**src/verilog/gsd_pkg.sv**
```systemverilog
/*
  Shared constants and carrier types for the gamma-select and display on/off command block.
  Assumes an 8080-style host bus whose pins are sampled by the block's system clock.
*/
package gsd_pkg;
  localparam logic [7:0] GSD_CMD_GAMMA_SELECT = 8'h26;
  localparam logic [7:0] GSD_CMD_DISPLAY_OFF = 8'h28;
  localparam logic [7:0] GSD_CMD_DISPLAY_ON = 8'h29;
  localparam logic [7:0] GSD_GAMMA_CURVE_ONE = 8'h01;
  localparam logic [7:0] GSD_GAMMA_CURVE_TWO = 8'h02;
  localparam logic [7:0] GSD_GAMMA_CURVE_THREE = 8'h04;
  localparam logic [7:0] GSD_GAMMA_CURVE_FOUR = 8'h08;
  localparam logic [7:0] GSD_GAMMA_RESET = 8'h01;
  localparam int GSD_CURVE_ONE_BIT = 0;
  localparam int GSD_CURVE_TWO_BIT = 1;
  localparam int GSD_CURVE_THREE_BIT = 2;
  localparam int GSD_CURVE_FOUR_BIT = 3;
  localparam logic GSD_DISPLAY_ON_RESET = 1'b0;
  localparam int GSD_SYNC_STAGES = 2;

  typedef struct packed {
    logic cmd_data_select;
    logic [7:0] data;
  } gsd_byte_t;
endpackage

```
**src/verilog/gsd_byte_capture.sv**
```systemverilog
/*
  Captures one host byte on each rising edge of the synchronised write strobe.
  Assumes synchronised inputs; byte and select are stable around the strobe edge.
*/
`timescale 1ns/1ps
module gsd_byte_capture
  import gsd_pkg::*;
(
  input wire logic i_clk_sys,
  input wire logic i_rst_n,
  input wire logic i_write_strobe_n,
  input wire logic i_read_strobe_n,
  input wire gsd_byte_t i_byte,
  output gsd_byte_t o_byte,
  output logic o_valid
);
  logic strobe_prev;

  always_ff @(posedge i_clk_sys) begin
    if (!i_rst_n) begin
      strobe_prev <= 1'b1;
    end else begin
      strobe_prev <= i_write_strobe_n;
    end
  end

  // A write counts only while the read strobe is idle high.
  always_ff @(posedge i_clk_sys) begin
    if (!i_rst_n) begin
      o_valid <= 1'b0;
      o_byte <= '0;
    end else begin
      o_valid <= !strobe_prev && i_write_strobe_n && i_read_strobe_n;
      if (!strobe_prev && i_write_strobe_n) begin
        o_byte <= i_byte;
      end
    end
  end
endmodule // gsd_byte_capture

```
**src/verilog/gsd_cmd_decoder.sv**
```systemverilog
/*
  Command interpreter for gamma curve selection and display on/off.
  Assumes host pins are asynchronous, and the panel path honours o_display_on each frame.
*/
`timescale 1ns/1ps
module gsd_cmd_decoder
  import gsd_pkg::*;
(
  input wire logic i_clk_sys,
  input wire logic i_rst_n,
  input wire logic i_cmd_data_select,
  input wire logic i_write_strobe_n,
  input wire logic i_read_strobe_n,
  input wire logic [7:0] i_data,
  input wire logic i_frame_start,
  output logic [7:0] o_gamma_curve_select,
  output logic [3:0] o_curve_onehot,
  output logic o_display_on,
  output logic o_display_on_req
);
  typedef enum logic [1:0] {
    GSD_ST_IDLE = 2'b01,
    GSD_ST_GAMMA_PARAM = 2'b10
  } gsd_state_t;

  gsd_state_t state;
  gsd_state_t next_state;
  gsd_byte_t pin_byte;
  gsd_byte_t sync_byte;
  gsd_byte_t cap_byte;
  logic sync_write_n;
  logic sync_read_n;
  logic cap_valid;
  logic frame_start_sync;
  logic is_cmd;
  logic is_param;
  logic gamma_valid;
  logic [3:0] curve_bits;

  assign pin_byte.cmd_data_select = i_cmd_data_select;
  assign pin_byte.data = i_data;

  gsd_sync #(
    .WIDTH(12),
    .RESET_VALUE(12'hC00)
  ) u_sync (
    .i_clk_sys(i_clk_sys),
    .i_rst_n(i_rst_n),
    .i_async({i_write_strobe_n, i_read_strobe_n, i_frame_start, pin_byte}),
    .o_sync({sync_write_n, sync_read_n, frame_start_sync, sync_byte})
  );

  gsd_byte_capture u_capture (
    .i_clk_sys(i_clk_sys),
    .i_rst_n(i_rst_n),
    .i_write_strobe_n(sync_write_n),
    .i_read_strobe_n(sync_read_n),
    .i_byte(sync_byte),
    .o_byte(cap_byte),
    .o_valid(cap_valid)
  );

  assign is_cmd = cap_valid && !cap_byte.cmd_data_select;
  assign is_param = cap_valid && cap_byte.cmd_data_select;

  // One-hot decode of the low nibble; upper nibble must be clear.
  genvar g;
  generate
    for (g = 0; g < 4; g++) begin : g_curve
      assign curve_bits[g] = (cap_byte.data == (8'h01 << g));
    end
  endgenerate
  assign gamma_valid = |curve_bits;

  // No mode gating exists: commands are decoded in every power state.
  always_comb begin
    next_state = state;
    case (state)
      GSD_ST_IDLE: begin
        if (is_cmd && cap_byte.data == GSD_CMD_GAMMA_SELECT) begin
          next_state = GSD_ST_GAMMA_PARAM;
        end
      end
      GSD_ST_GAMMA_PARAM: begin
        // Any command but gamma select aborts a pending parameter; one parameter ends it.
        if (is_param) begin
          next_state = GSD_ST_IDLE;
        end else if (is_cmd && cap_byte.data != GSD_CMD_GAMMA_SELECT) begin
          next_state = GSD_ST_IDLE;
        end
      end
      default: next_state = GSD_ST_IDLE;
    endcase
  end

  always_ff @(posedge i_clk_sys) begin
    if (!i_rst_n) begin
      state <= GSD_ST_IDLE;
    end else begin
      state <= next_state;
    end
  end

  always_ff @(posedge i_clk_sys) begin
    if (!i_rst_n) begin
      o_gamma_curve_select <= GSD_GAMMA_RESET;
      o_curve_onehot <= GSD_GAMMA_RESET[3:0];
    end else if (state == GSD_ST_GAMMA_PARAM && is_param && gamma_valid) begin
      o_gamma_curve_select <= cap_byte.data;
      o_curve_onehot <= curve_bits;
    end
  end

  // The request changes on on/off commands; besides it they only abort a pending gamma parameter.
  always_ff @(posedge i_clk_sys) begin
    if (!i_rst_n) begin
      o_display_on_req <= GSD_DISPLAY_ON_RESET;
    end else if (is_cmd && cap_byte.data == GSD_CMD_DISPLAY_OFF) begin
      o_display_on_req <= 1'b0;
    end else if (is_cmd && cap_byte.data == GSD_CMD_DISPLAY_ON) begin
      o_display_on_req <= 1'b1;
    end
  end

  // Switching only at a frame boundary avoids a half-blank torn frame.
  always_ff @(posedge i_clk_sys) begin
    if (!i_rst_n) begin
      o_display_on <= GSD_DISPLAY_ON_RESET;
    end else if (frame_start_sync) begin
      o_display_on <= o_display_on_req;
    end
  end
endmodule // gsd_cmd_decoder

```
**src/verilog/gsd_sync.sv**
```systemverilog
/*
  Two-stage synchroniser for a bundle of level inputs.
  Assumes inputs are asynchronous to i_clk_sys; only the second stage is read outside.
*/
`timescale 1ns/1ps
module gsd_sync #(
  parameter int WIDTH = 1,
  parameter logic [WIDTH-1:0] RESET_VALUE = '0
) (
  input wire logic i_clk_sys,
  input wire logic i_rst_n,
  input wire logic [WIDTH-1:0] i_async,
  output logic [WIDTH-1:0] o_sync
);
  logic [WIDTH-1:0] stage_one;

  always_ff @(posedge i_clk_sys) begin
    if (!i_rst_n) begin
      stage_one <= RESET_VALUE;
      o_sync <= RESET_VALUE;
    end else begin
      stage_one <= i_async;
      o_sync <= stage_one;
    end
  end
endmodule // gsd_sync
```
**config.mk**
```make
export PLATFORM = sky130hd
export DESIGN_NAME = gsd_cmd_decoder
export DESIGN_NICKNAME = d
export VERILOG_FILES = /design/src/verilog/gsd_pkg.sv /design/src/verilog/gsd_byte_capture.sv /design/src/verilog/gsd_cmd_decoder.sv /design/src/verilog/gsd_sync.sv
export SDC_FILE = /design/constraint.sdc
export NUM_CORES = 1
export LEC_CHECK = 0
export BUFFER_PORTS_ARGS = -buffer_cell sky130_fd_sc_hd__buf_2
export CORE_MARGIN = 2
export CORE_UTILIZATION = 54
export CTS_CLUSTER_SIZE = 25
export DETAILED_ROUTE_END_ITERATION = 6
export GPL_TIMING_DRIVEN = 0
export HOLD_SLACK_MARGIN = 0.08
export PLACE_DENSITY = 0.77
export SLEW_MARGIN = 10
export SYNTH_ARGS = -nofsm -noshare
export SYNTH_HDL_FRONTEND = slang
export SYNTH_SLANG_ARGS = --single-unit
```
**constraint.sdc**
```tcl
create_clock -name i_clk_sys -period 1.9 [get_ports i_clk_sys]
set_input_delay 0.19 -clock i_clk_sys [delete_from_list [all_inputs] [get_ports i_clk_sys]]
set_output_delay 0.19 -clock i_clk_sys [all_outputs]
set_load 0.1 [all_outputs]
```
Word level (Yosys, flattened, before mapping)
Cells that the tools add are included.

Flip-flop bits (word level): 51. Input bits: 14. Output and inout bits: 14. Logic and storage cells: 43.

Eq/ne operators: 12. Multiplexer cells: 4. Bitwise operators: 1. Reduce and logical (&&, ||, !) cells: 15.

Operators by type and width (count): $eq 8x6->1 const B (3); $logic_and 1x1->1 (10); $eq 8x1->1 const B (1); $eq 8x2->1 const B (1); $eq 8x3->1 const B (1); $eq 8x4->1 const B (1); $ne 8x6->1 const B (1); $mux 2 (3); $pmux 2 s2 (1); $reduce_or 4->1 (1); $ne 3x3->1 const B (1); $eq 2x1->1 const B (1); $eq 2x2->1 const B (1); $logic_not 1->1 (2); $ne 2x2->1 const B (1); $reduce_and 2->1 (1); $reduce_or 2->1 (1); $not 1->1 (1).

Depth between registers and ports, before layout
Gate-level depths: netlist of the first run.

Depth after elaboration: 6. Gate-level depth with buffers: 6. Gate-level depth less buffers: 4.

Hierarchy
A second synthesis of the first run with hierarchy kept.

Cell total of the unflattened synthesis: 185. Area, all modules: 1879.3 um^2.

By module, submodules not included: gsd_cmd_decoder (times used 1, cells each 91, area each 788.3 um^2, sequential area each 320.3 um^2); gsd_sync (times used 1, cells each 50, area each 665.6 um^2, sequential area each 480.5 um^2); gsd_byte_capture (times used 1, cells each 44, area each 425.4 um^2, sequential area each 220.2 um^2).

Least setup slack after synthesis of the first run
OpenSTA, ideal clock, no wires.

Path type: reg-to-reg. Start: register u_capture.o_byte[2] (netlist name). End: register o_curve_onehot[3]. Setup time: 0.117 ns. Data arrival time: 1.346 ns. Data required time: 1.783 ns. Slack: 0.437 ns. Stages on the path, launching flop included: 6. Path buffers: 2. Clock period less this slack: 1.463 ns. Cells stage by stage: dfxtp_1 buf_6 o31a_1 a211o_1 buf_6 a32o_1.

Longest elaborated chain between the ends: 3. Elaborated cells between the ends (all ways): 6. Classes of those cells: eq/ne (4); reduce/logical (2).

Ends and longest elaborated chain: start, declared (line gsd_byte_capture.sv:14) `output gsd_byte_t o_byte,`; start signal, assigned (line gsd_byte_capture.sv:35) `o_byte <= i_byte;`; $eq 8x1->1 (tied with other cells) (line gsd_cmd_decoder.sv:70) `assign curve_bits[g] = (cap_byte.data == (8'h01 << g));`; $reduce_or 4->1 (line gsd_cmd_decoder.sv:73) `assign gamma_valid = |curve_bits;`; $logic_and 1x1->1 (line gsd_cmd_decoder.sv:108) `end else if (state == GSD_ST_GAMMA_PARAM && is_param && gamma_valid) begin`; end signal, assigned (line gsd_cmd_decoder.sv:107) `o_curve_onehot <= GSD_GAMMA_RESET[3:0];`; end signal, assigned (line gsd_cmd_decoder.sv:110) `o_curve_onehot <= curve_bits;`; end, declared (line gsd_cmd_decoder.sv:17) `output logic [3:0] o_curve_onehot,`.

Parallel ways exist; a longest one is shown, timed or not. A chain may end at the register's enable or synchronous reset.

Final worst setup path of the first run
Start: register u_capture.o_byte[7] (netlist name). End: register o_gamma_curve_select[1].

Longest elaborated chain between the ends: 3. Elaborated cells between the ends (all ways): 6. Classes of those cells: eq/ne (4); reduce/logical (2).

Ends and longest elaborated chain: $eq 8x1->1 (tied with other cells) (line gsd_cmd_decoder.sv:70); $reduce_or 4->1 (*) (line gsd_cmd_decoder.sv:73); $logic_and 1x1->1 (*) (line gsd_cmd_decoder.sv:108); end signal, assigned (line gsd_cmd_decoder.sv:109) `o_gamma_curve_select <= cap_byte.data;`; end, declared (line gsd_cmd_decoder.sv:16) `output logic [7:0] o_gamma_curve_select,`.

Mark *: on every way between the ends. The rest lies on a longest branch, timed or not.

==> qor.csv, run 1 <==
stage;metric;value;unit
timing;worst slew pin tran;0.492;ns
floorplan;Ports;28;
logic_synthesis;post-synthesis cell count;162;
critical_path;CP Launch Type;flop;
placement;detailed placer's ending HPWL;2040;um
logic_synthesis;top cell type's share of synthesized area;59.5;%
hold_path;Hold WC Path Type;in2reg;
timing;fmax;587;MHz
routing;vias;1219;
critical_path;Worst path slowest cell;nor3_1;
logic_synthesis;post-synth cell types;24;
grt;largest net degree at the start of global routing;15;
routing;antenna viol nets, final;0;
cells_and_area;fillers;238;
floorplan;Initial Util;56.7;%
clock_tree;Max Root-Sink Buffers;2;
grt;total grt overflow;0;
cells_and_area;register area;0.00102;sq mm
timing;max-slew violations;0;
cells_and_area;Post-layout nets;221;
timing;Relative slew margins;67.4;%
routing;DRT iter0 DRCs;29;
critical_path;WP data arrival;1.97;ns
placement;GPL Wtd Cong;0.791;
logic_synthesis;Seq cells post-synth;51;
outcome;status;complete, no violations;
cells_and_area;ant diodes;0;
clock_tree;CTS clock-pin slew for the worst setup and hold paths;0.13;ns
logic_synthesis;number of synthesized flops with an enable pin;0;
floorplan;row count;20;
critical_path;Crit path depth;5;
hold_path;hold depth;2;
routing;First-pass DRT Iterations;4;
timing;Finish-stage setup viols;0;
floorplan;die height;60.4;um
clock_tree;H-tree levels;2;
cells_and_area;footprint of the multi-input gates;638;sq um
timing;fin crit period;1.70;ns
power;P per Cell Area;843;mW/mm^2
floorplan;Placeable Area;0.00303;sq mm
timing;unrepaired setup endpoints after global routing;false;
critical_path;Top delay family on crit path;compound AO/OA/AOI/OAI gates;
logic_synthesis;YS warnings;0;
clock_tree;setup bufs post-CTS;0;
flow_run;maxcap violations;0;
clock_tree;# hold bufs at CTS;12;
cells_and_area;Area Growth Syn to Fin;21.9;%
logic_synthesis;Mapped Area;0.00172;sq mm
logic_synthesis;sequential element share of the synthesized area;59.5;%
clock_tree;Worst-Skew Late Latency;0.36;ns
routing;total wire length;2960;um
clock_tree;total CTS buffers;5;
critical_path;critical path class;reg2reg;
timing;final hold vios;0;
grt;GRT Util Overall;18.8;%
clock_tree;root buf cell;clkbuf_4;
critical_path;Cell Chain, Critical Path;nor3_1, nand4_1, a211o_1, buf_6, a32o_1;
timing;setup TNS;0;ns
critical_path;worst r2r path cells;5;
logic_synthesis;main flop type after synthesis;dfxtp_1;
grt;vias in the first global route;1144;
floorplan;DIE WIDTH;60.4;um
logic_synthesis;cell taking the most area after synthesis;dfxtp_1;
logic_synthesis;Synth async-reset ratio;0;%
grt;initial antenna violation count;0;
timing;period utilisation layout;89.6;%
critical_path;Worst Path Max Fanout;10;
critical_path;Buf/Inv on CP;1;
timing;clock skew;0.00587;ns
grt;first-pass GRT wire length;4860;um
power;Worst VDD drop;793;uV
critical_path;Worst setup EP type;flop;
routing;vias per cell;4.86;
cells_and_area;Core Util, Final;69.1;%
cells_and_area;layout cell share with drive strength beyond 1;16.9;%
routing;DRC violations left;0;
routing;wire per inst;11.8;um
critical_path;critical path required time;2.17;ns
logic_synthesis;Avg Inst Size Synth;10.6;sq um
logic_synthesis;Mapped Nets;176;
clock_tree;clock sink total;51;
clock_tree;CTS resizes;0;
placement;Port-buffer cells;26;
critical_path;Max stage delay on crit path;0.35;ns
clock_tree;TritonCTS clock tree;done;
logic_synthesis;top-count cell post-synth;dfxtp_1;
logic_synthesis;Synth top cells by count;dfxtp_1, nand2_1, and2_1, nor2b_1, a21boi_0;
power;P_leak;0.000890;uW
floorplan;die area;0.00365;sq mm
logic_synthesis;largest cells by area after synthesis;dfxtp_1, and2_1, nand2_1;
-- metal layers --
| layer | global-route usage (%) | routed length (um) |
|---|---|---|
| met1 | 18.6 | 1250 |
| met2 | 34.5 | 1510 |
| met3 | 7.04 | 122 |
| met4 | 8.89 | 78 |
| met5 | 0 | 0 |
-- worst register-to-register path: stages (launching register included) --
cell and delay [ns]:
dfxtp_1 0.33, nor3_1 0.35, nand4_1 0.19, a211o_1 0.31, buf_6 0.16, a32o_1 0.27
-- path summary, 6_finish.rpt --
path,from,end,slack [ns]
max,u_capture.o_byte[7],o_gamma_curve_select[1],0.20
min reg2reg,u_sync.stage_one[10],u_sync.o_sync[10],0.43
max reg2reg,u_capture.o_byte[7],o_gamma_curve_select[1],0.20
min,i_rst_n,u_sync.o_sync[10],0.16
-- placed cells by master (no fill, tap or decap), types with 6 or more instances in the layout --
cell | Yosys | final
mux2i_1 | 6 | 6
buf_2 | 1 | 27
and2_1 | 21 | 21
nor2b_1 | 10 | 10
and3_1 | 6 | 6
nand2b_1 | 8 | 8
a21boi_0 | 9 | 9
clkbuf_1 | 6 | 7
dlygate4sd3_1 | 0 | 12
nand2_1 | 22 | 22
dfxtp_1 | 51 | 51
-- state kept, by name, indices dropped and copies added (netlist names) --
signal	count
o_display_on	1
u_capture.o_byte	9
u_sync.stage_one	12
u_sync.o_sync	12
o_curve_onehot	4
state	2
o_display_on_req	1
u_capture.strobe_prev	1
u_capture.o_valid	1
o_gamma_curve_select	8
-- cells by family (layout without fill, tap and decap cells) --
kind of cell           count (synthesis)  count (layout)  share of synthesized area, %
flip-flops                            51              51                          59.5
XOR/XNOR                               1               1                         0.510
AO/OA/AOI/OAI                         18              18                          8.67
multiplexers                           6               6                          3.50
AND/OR/NAND/NOR                       75              75                          24.5
buffers and inverters                 11              56                          3.35
-- cell type report --
class	instances	share of cell area (%)
Clock inverter	1	1.43
Buffer	11	2.75
Multi-Input combinational cell	100	30.5
Sequential cell	51	48.8
Tap cell	44	2.63
Timing Repair Buffer	38	12.0
Clock buffer	6	1.97
-- power breakdown --
part / switching (uW) / internal, uW
clock network: 312 / 271
logic: 32.2 / 46.5
registers: 6.63 / 1090
total: 351 / 1410
-- metrics by stage --
step	cells	setup WS, ns	total power [uW]	hold WS, ns	cell area [sq um]
after CTS	251	0.180	1770	0.149	2090
after floorplan	162	0.437	1160	0.291	1720
after global routing	251	0.0382	1820	0.197	2090
after detailed placement	232	0.228	1190	0.379	1900
after global placement	232	0.266	1180	0.370	1900
final	251	0.197	1760	0.158	2090
(Power assumes the default switching activity.)
==> run 2, diff against run 1 <==
Settings changed: CORE_ASPECT_RATIO set to 1.75.
Clock period 1.9 ns to 1.7 ns, I/O delays scaled along.
==> run 2 against run 1 <==
Net effect:
- combinational power up 9.7%
- design area rose by 0.84%
- cell count is the same
- maximum frequency grew 7.9%
- clock skew rose by 0.0025 ns
- register-to-register slack got worse by 0.08 ns
- clock power is 12% higher
- critical path depth is the same
- count of clock-buffer cells in the layout unchanged
- die area increased by 0.49%
- global-route usage decreased by 0.78 points
- worst hold slack better by 0.059 ns
==> qor.csv, run 2 (synthesis gave the netlist of run 1 again) <==
stage;metric;value;unit;change
clock_tree;clock sink total;51;;unchanged
timing;worst slew pin tran;0.487;ns;-0.00552 ns
placement;GPL Wtd Cong;0.846;;+7.0%
timing;fin crit period;1.58;ns;-0.125 ns
timing;clock skew;0.00833;ns;+0.00246 ns
cells_and_area;layout cell share with drive strength beyond 1;17.8;%;+0.88 points
critical_path;critical path class;reg2reg;;
power;P per Cell Area;934;mW/mm^2;+11%
routing;vias per cell;4.85;;-0.16%
clock_tree;CTS clock-pin slew for the worst setup and hold paths;0.09;ns;-0.04 ns
critical_path;critical path required time;1.89;ns;-0.28 ns
cells_and_area;Area Growth Syn to Fin;23.0;%;
cells_and_area;footprint of the multi-input gates;643;sq um;+0.78%
floorplan;Ports;28;;unchanged
critical_path;CP Launch Type;flop;;
cells_and_area;register area;0.00102;sq mm;unchanged
timing;max-slew violations;0;;unchanged
power;P_leak;0.000894;uW;+0.45%
routing;DRC violations left;0;;unchanged
routing;First-pass DRT Iterations;4;;unchanged
routing;wire per inst;11.2;um;-5.4%
timing;Hold WS;0.217;ns;+0.0590 ns
clock_tree;setup bufs post-CTS;0;;unchanged
placement;Setup Slack @ Placement;-0.00840;ns;-0.236 ns
clock_tree;Max Root-Sink Buffers;2;;unchanged
clock_tree;root buf cell;clkbuf_8;;
grt;vias in the first global route;1218;;+6.5%
critical_path;Worst Path Max Fanout;10;;unchanged
grt;first-pass GRT wire length;4770;um;-1.7%
clock_tree;Worst-Skew Late Latency;0.30;ns;-0.06 ns
clock_tree;TritonCTS clock tree;done;;
critical_path;Worst setup EP type;flop;;
timing;period utilisation layout;92.9;%;+3.2 points
grt;total grt overflow;0;;unchanged
cells_and_area;commonest non-fill, non-tap cell in the layout;dfxtp_1;;
clock_tree;total CTS buffers;5;;unchanged
timing;fmax;634;MHz;+7.9%
floorplan;DIE WIDTH;46.6;um;-23%
routing;vias;1217;;-0.16%
timing;Relative slew margins;67.8;%;+0.37 points
floorplan;die height;78.6;um;+30%
timing;unrepaired setup endpoints after global routing;false;;
cells_and_area;biggest regs;u_sync.o_sync: 12 flops, u_sync.stage_one: 12 flops, u_capture.o_byte: 9 flops;;
cells_and_area;commonest cells after routing, fill and taps aside;dfxtp_1, buf_2, nand2_1;;
timing;setup TNS;0;ns;unchanged
timing;final hold vios;0;;unchanged
routing;antenna viol nets, final;0;;unchanged
timing;Finish-stage setup viols;0;;unchanged
hold_path;Hold WC Path Type;in2reg;;
routing;total wire length;2800;um;-5.4%
flow_run;maxcap violations;0;;unchanged
cells_and_area;fillers;267;;+12%
cells_and_area;Post-layout nets;221;;unchanged
grt;initial antenna violation count;0;;unchanged
routing;DRT iter0 DRCs;24;;-17%
outcome;status;complete, no violations;;
timing;setup ws final;0.122;ns;-0.0753 ns
grt;largest net degree at the start of global routing;16;;+1
cells_and_area;ant diodes;0;;unchanged
critical_path;WP data arrival;1.77;ns;-0.20 ns
placement;detailed placer's ending HPWL;2020;um;-0.98%
power;Worst VDD drop;778;uV;-1.9%
grt;GRT Util Overall;18.0;%;-0.78 points
floorplan;row count;27;;+35%
floorplan;Placeable Area;0.00311;sq mm;+2.6%
floorplan;die area;0.00366;sq mm;+0.49%
floorplan;Initial Util;55.2;%;-1.5 points
placement;Port-buffer cells;26;;unchanged
clock_tree;H-tree levels;2;;unchanged
==> run 2: changes by cell type in the layout (fill, tap and decap cells not counted), sizes merged <==
cell      delta
bufinv       -1
clkinv       +1
clkinvlp     +1
==> run 2: worst paths after layout <==
check	startpoint	to	slack, ns	cells past startpoint
max	u_capture.o_byte[7]	o_curve_onehot[3]	0.12	5
min	i_rst_n	u_sync.o_sync[10]	0.22	2
max reg2reg	u_capture.o_byte[7]	o_curve_onehot[3]	0.12	5
min reg2reg	u_sync.stage_one[10]	u_sync.o_sync[10]	0.42	1
==> run 2: critical path, stage by stage (launching register included) <==
cell     delay (ns)
dfxtp_1        0.33
nor3_2         0.27
nand4_1        0.16
a211o_1        0.30
buf_6          0.16
a32o_1         0.25
==> run 2: final cells by class <==
class                           count  area share [%]
Sequential cell                    51            48.4
Multi-Input combinational cell    100            30.5
Timing Repair Buffer               38            11.9
Clock buffer                        6            3.44
Buffer                             11            2.73
Tap cell                           43            2.55
Clock inverter                      2           0.593
==> run 2: repair_timing <==
action	4_1_cts	5_1_grt
resized for setup	1	0
hold buffers	12	0
setup endpoints to repair	2	0
hold endpoints to repair	12	0
==> run 2: metrics by stage <==
stage | instances | cell area (sq um) | total power [uW] | util (%)
2_1_floorplan | 162 | 1720 | 1300 | -
3_3_place_gp | 231 | 1900 | 1320 | 61.2
3_5_place_dp | 231 | 1900 | 1320 | 61.2
4_1_cts | 251 | 2110 | 2000 | 67.9
5_1_grt | 251 | 2110 | 2050 | 67.9
6_report | 251 | 2110 | 1970 | 67.9
==> run 2: routing by layer <==
layer  part of all wire, %  global-route usage (%)  vias up  wire length [um]
met5                     0                       0        -                 0
met4                   3.3                    9.72        0                93
met3                   3.6                    4.83        7               100
met2                    56                    33.3       26              1570
met1                    37                    16.1      558              1040
li1                      -                       -      626                 -
==> run 2: report_power, final <==
part	total (uW)	switching [uW]	leakage [uW]	internal, uW
Combinational	86.3	34.3	0.000436	52.0
Clock	655	367	0.0000412	288
Sequential	1230	7.39	0.000416	1220
==> run 3, diff against run 2 <==
Settings changed: CORE_ASPECT_RATIO 1.75 to 0.8, SETUP_SLACK_MARGIN set to 0.5.
==> run 3 against run 2 <==
Net effect:
- global-route usage is 2.1 points higher
- first-iteration DRC count is 130% higher
- clock skew is 0.0018 ns lower
- design area is 5.4% higher
- clock power is 12% higher
- count of clock-buffer cells in the layout is 2 higher
- maximum frequency is 0.86% higher
- critical path depth stayed put
- sequential power hardly changed
- non-clock buffer count is 5 higher
- critical path type unchanged
- critical endpoint is now o_curve_onehot[2]
- largest power group unchanged
==> qor.csv, run 3 (synthesis gave the netlist of run 1 again) <==
stage;metric;value;unit;change
cells_and_area;Core Util, Final;72.6;%;+4.7 points
critical_path;Worst Path Max Fanout;5;;-5
cells_and_area;biggest regs;u_sync.o_sync: 12 flops, u_sync.stage_one: 12 flops, u_capture.o_byte: 9 flops;;
timing;final hold vios;0;;unchanged
routing;DRC violations left;0;;unchanged
critical_path;CP Launch Type;flop;;
critical_path;Worst setup EP type;flop;;
timing;Relative slew margins;66.5;%;-1.3 points
floorplan;Ports;28;;unchanged
routing;antenna viol nets, final;0;;unchanged
timing;worst slew pin tran;0.502;ns;+0.0155 ns
routing;Top Metal Used;met4;;
cells_and_area;ant diodes;0;;unchanged
power;Power Total;2050;uW;+3.9%
flow_run;maxcap violations;0;;unchanged
cells_and_area;fillers;217;;-19%
critical_path;WP data arrival;1.76;ns;about the same
timing;fin crit period;1.57;ns;-0.0134 ns
power;Worst VDD drop;606;uV;-22%
cells_and_area;commonest cells after routing, fill and taps aside;dfxtp_1, buf_4, nand2_1;;
floorplan;Placeable Area;0.00306;sq mm;-1.4%
clock_tree;CTS clock-pin slew for the worst setup and hold paths;0.08;ns;about the same
critical_path;critical path required time;1.89;ns;about the same
critical_path;worst r2r path cells;5;;unchanged
routing;total wire length;3460;um;+24%
clock_tree;total CTS buffers;5;;unchanged
floorplan;DIE WIDTH;67.0;um;+44%
placement;detailed placer's ending HPWL;2000;um;-1.3%
timing;clock skew;0.00650;ns;-0.00182 ns
timing;Finish-stage setup viols;0;;unchanged
hold_path;hold depth;2;;unchanged
clock_tree;Max Root-Sink Buffers;2;;unchanged
grt;GRT Util Overall;20.1;%;+2.1 points
timing;fmax;639;MHz;+0.86%
grt;largest net degree at the start of global routing;15;;-1
timing;max-slew violations;0;;unchanged
grt;first-pass GRT wire length;5260;um;+10%
grt;initial antenna violation count;0;;unchanged
floorplan;row count;18;;-33%
placement;GPL Wtd Cong;0.800;;-5.5%
routing;vias per cell;4.98;;+2.8%
timing;unrepaired setup endpoints after global routing;true;;
floorplan;die height;54.4;um;-31%
timing;setup TNS;0;ns;unchanged
routing;DR WL met2;1730;um;+10%
cells_and_area;commonest non-fill, non-tap cell in the layout;dfxtp_1;;
routing;vias;1261;;+3.6%
power;P_leak;0.000955;uW;+6.8%
placement;Port-buffer cells;26;;unchanged
grt;total grt overflow;0;;unchanged
clock_tree;TritonCTS clock tree;done;;
floorplan;die area;0.00365;sq mm;-0.41%
clock_tree;H-tree levels;2;;unchanged
clock_tree;Worst-Skew Late Latency;0.30;ns;about the same
routing;DRT iter0 DRCs;56;;+130%
clock_tree;root buf cell;clkbuf_8;;
clock_tree;clock sink total;51;;unchanged
routing;wire per inst;13.7;um;+23%
routing;met3 WL post-DR;123;um;+23%
routing;WL met1;1530;um;+47%
routing;First-pass DRT Iterations;4;;unchanged
power;P per Cell Area;920;mW/mm^2;-1.4%
timing;period utilisation layout;92.1;%;-0.79 points
cells_and_area;layout cell share with drive strength beyond 1;27.2;%;+9.4 points
outcome;status;complete, no violations;;
cells_and_area;Area Growth Syn to Fin;29.6;%;
floorplan;Initial Util;56.0;%;+0.81 points
hold_path;Hold WC Path Type;in2reg;;
grt;vias in the first global route;1200;;-1.5%
timing;Hold WS;0.0823;ns;-0.134 ns
cells_and_area;Post-layout nets;226;;+2.3%
critical_path;critical path class;reg2reg;;
==> run 3: worst max-delay path, cell delays in order, from the launching register on <==
cell and delay, ns:
dfxtp_2 0.32, buf_6 0.12, o31a_1 0.29, a211o_1 0.35, buf_4 0.17, a32o_1 0.21
==> run 3: worst paths after layout <==
| path | slack (ns) | end | startpoint |
|---|---|---|---|
| setup / recovery | 0.13 | o_curve_onehot[2] | u_capture.o_byte[3] |
| hold / removal | 0.08 | u_sync.stage_one[8] | i_cmd_data_select |
| setup reg to reg | 0.13 | o_curve_onehot[2] | u_capture.o_byte[3] |
| hold reg to reg | 0.41 | u_sync.o_sync[11] | u_sync.stage_one[11] |
==> run 3: layer usage <==
layer / vias to the layer above / GRT usage, %
met5: - / 0
met4: 0 / 10.9
met3: 9 / 4.73
met2: 28 / 36.0
met1: 592 / 22.6
li1: 632 / -
==> run 3: what timing repair did <==
item | 4_1_cts | 5_1_grt
gates cloned | 1 | 0
hold buffers | 8 | 0
setup buffers | 6 | 2
resized for setup | 24 | 6
hold endpoints to repair | 8 | 0
endpoints found under the setup margin | 29 | 23
pin swaps | 8 | 3
==> run 3: stage by stage <==
stage	std cells	area (sq um)	worst slack, ns
after global routing	253	2220	0.0945
final	253	2220	0.135
after detailed placement	228	1900	0.129
after CTS	251	2200	0.208
after floorplan	162	1720	0.286
after global placement	228	1900	0.163
==> run 3: report_power, final <==
group / switching, uW / internal (uW) / leakage, uW / total [uW]
combinational: 37.0 / 48.3 / 0.000484 / 85.3
sequential: 8.12 / 1220 / 0.000420 / 1230
clock: 360 / 372 / 0.0000515 / 732
total: 405 / 1640 / 0.000955 / 2050
==> run 3: final cells by class <==
type	count	area, sq um	share of cell area (%)
plain buffers	11	66.3	2.98
clock buffers	8	100	4.50
multi-input cells	100	667	30.0
flip-flops and latches	51	1030	46.2
well taps	40	50.0	2.25
repair buffers	43	313	14.1
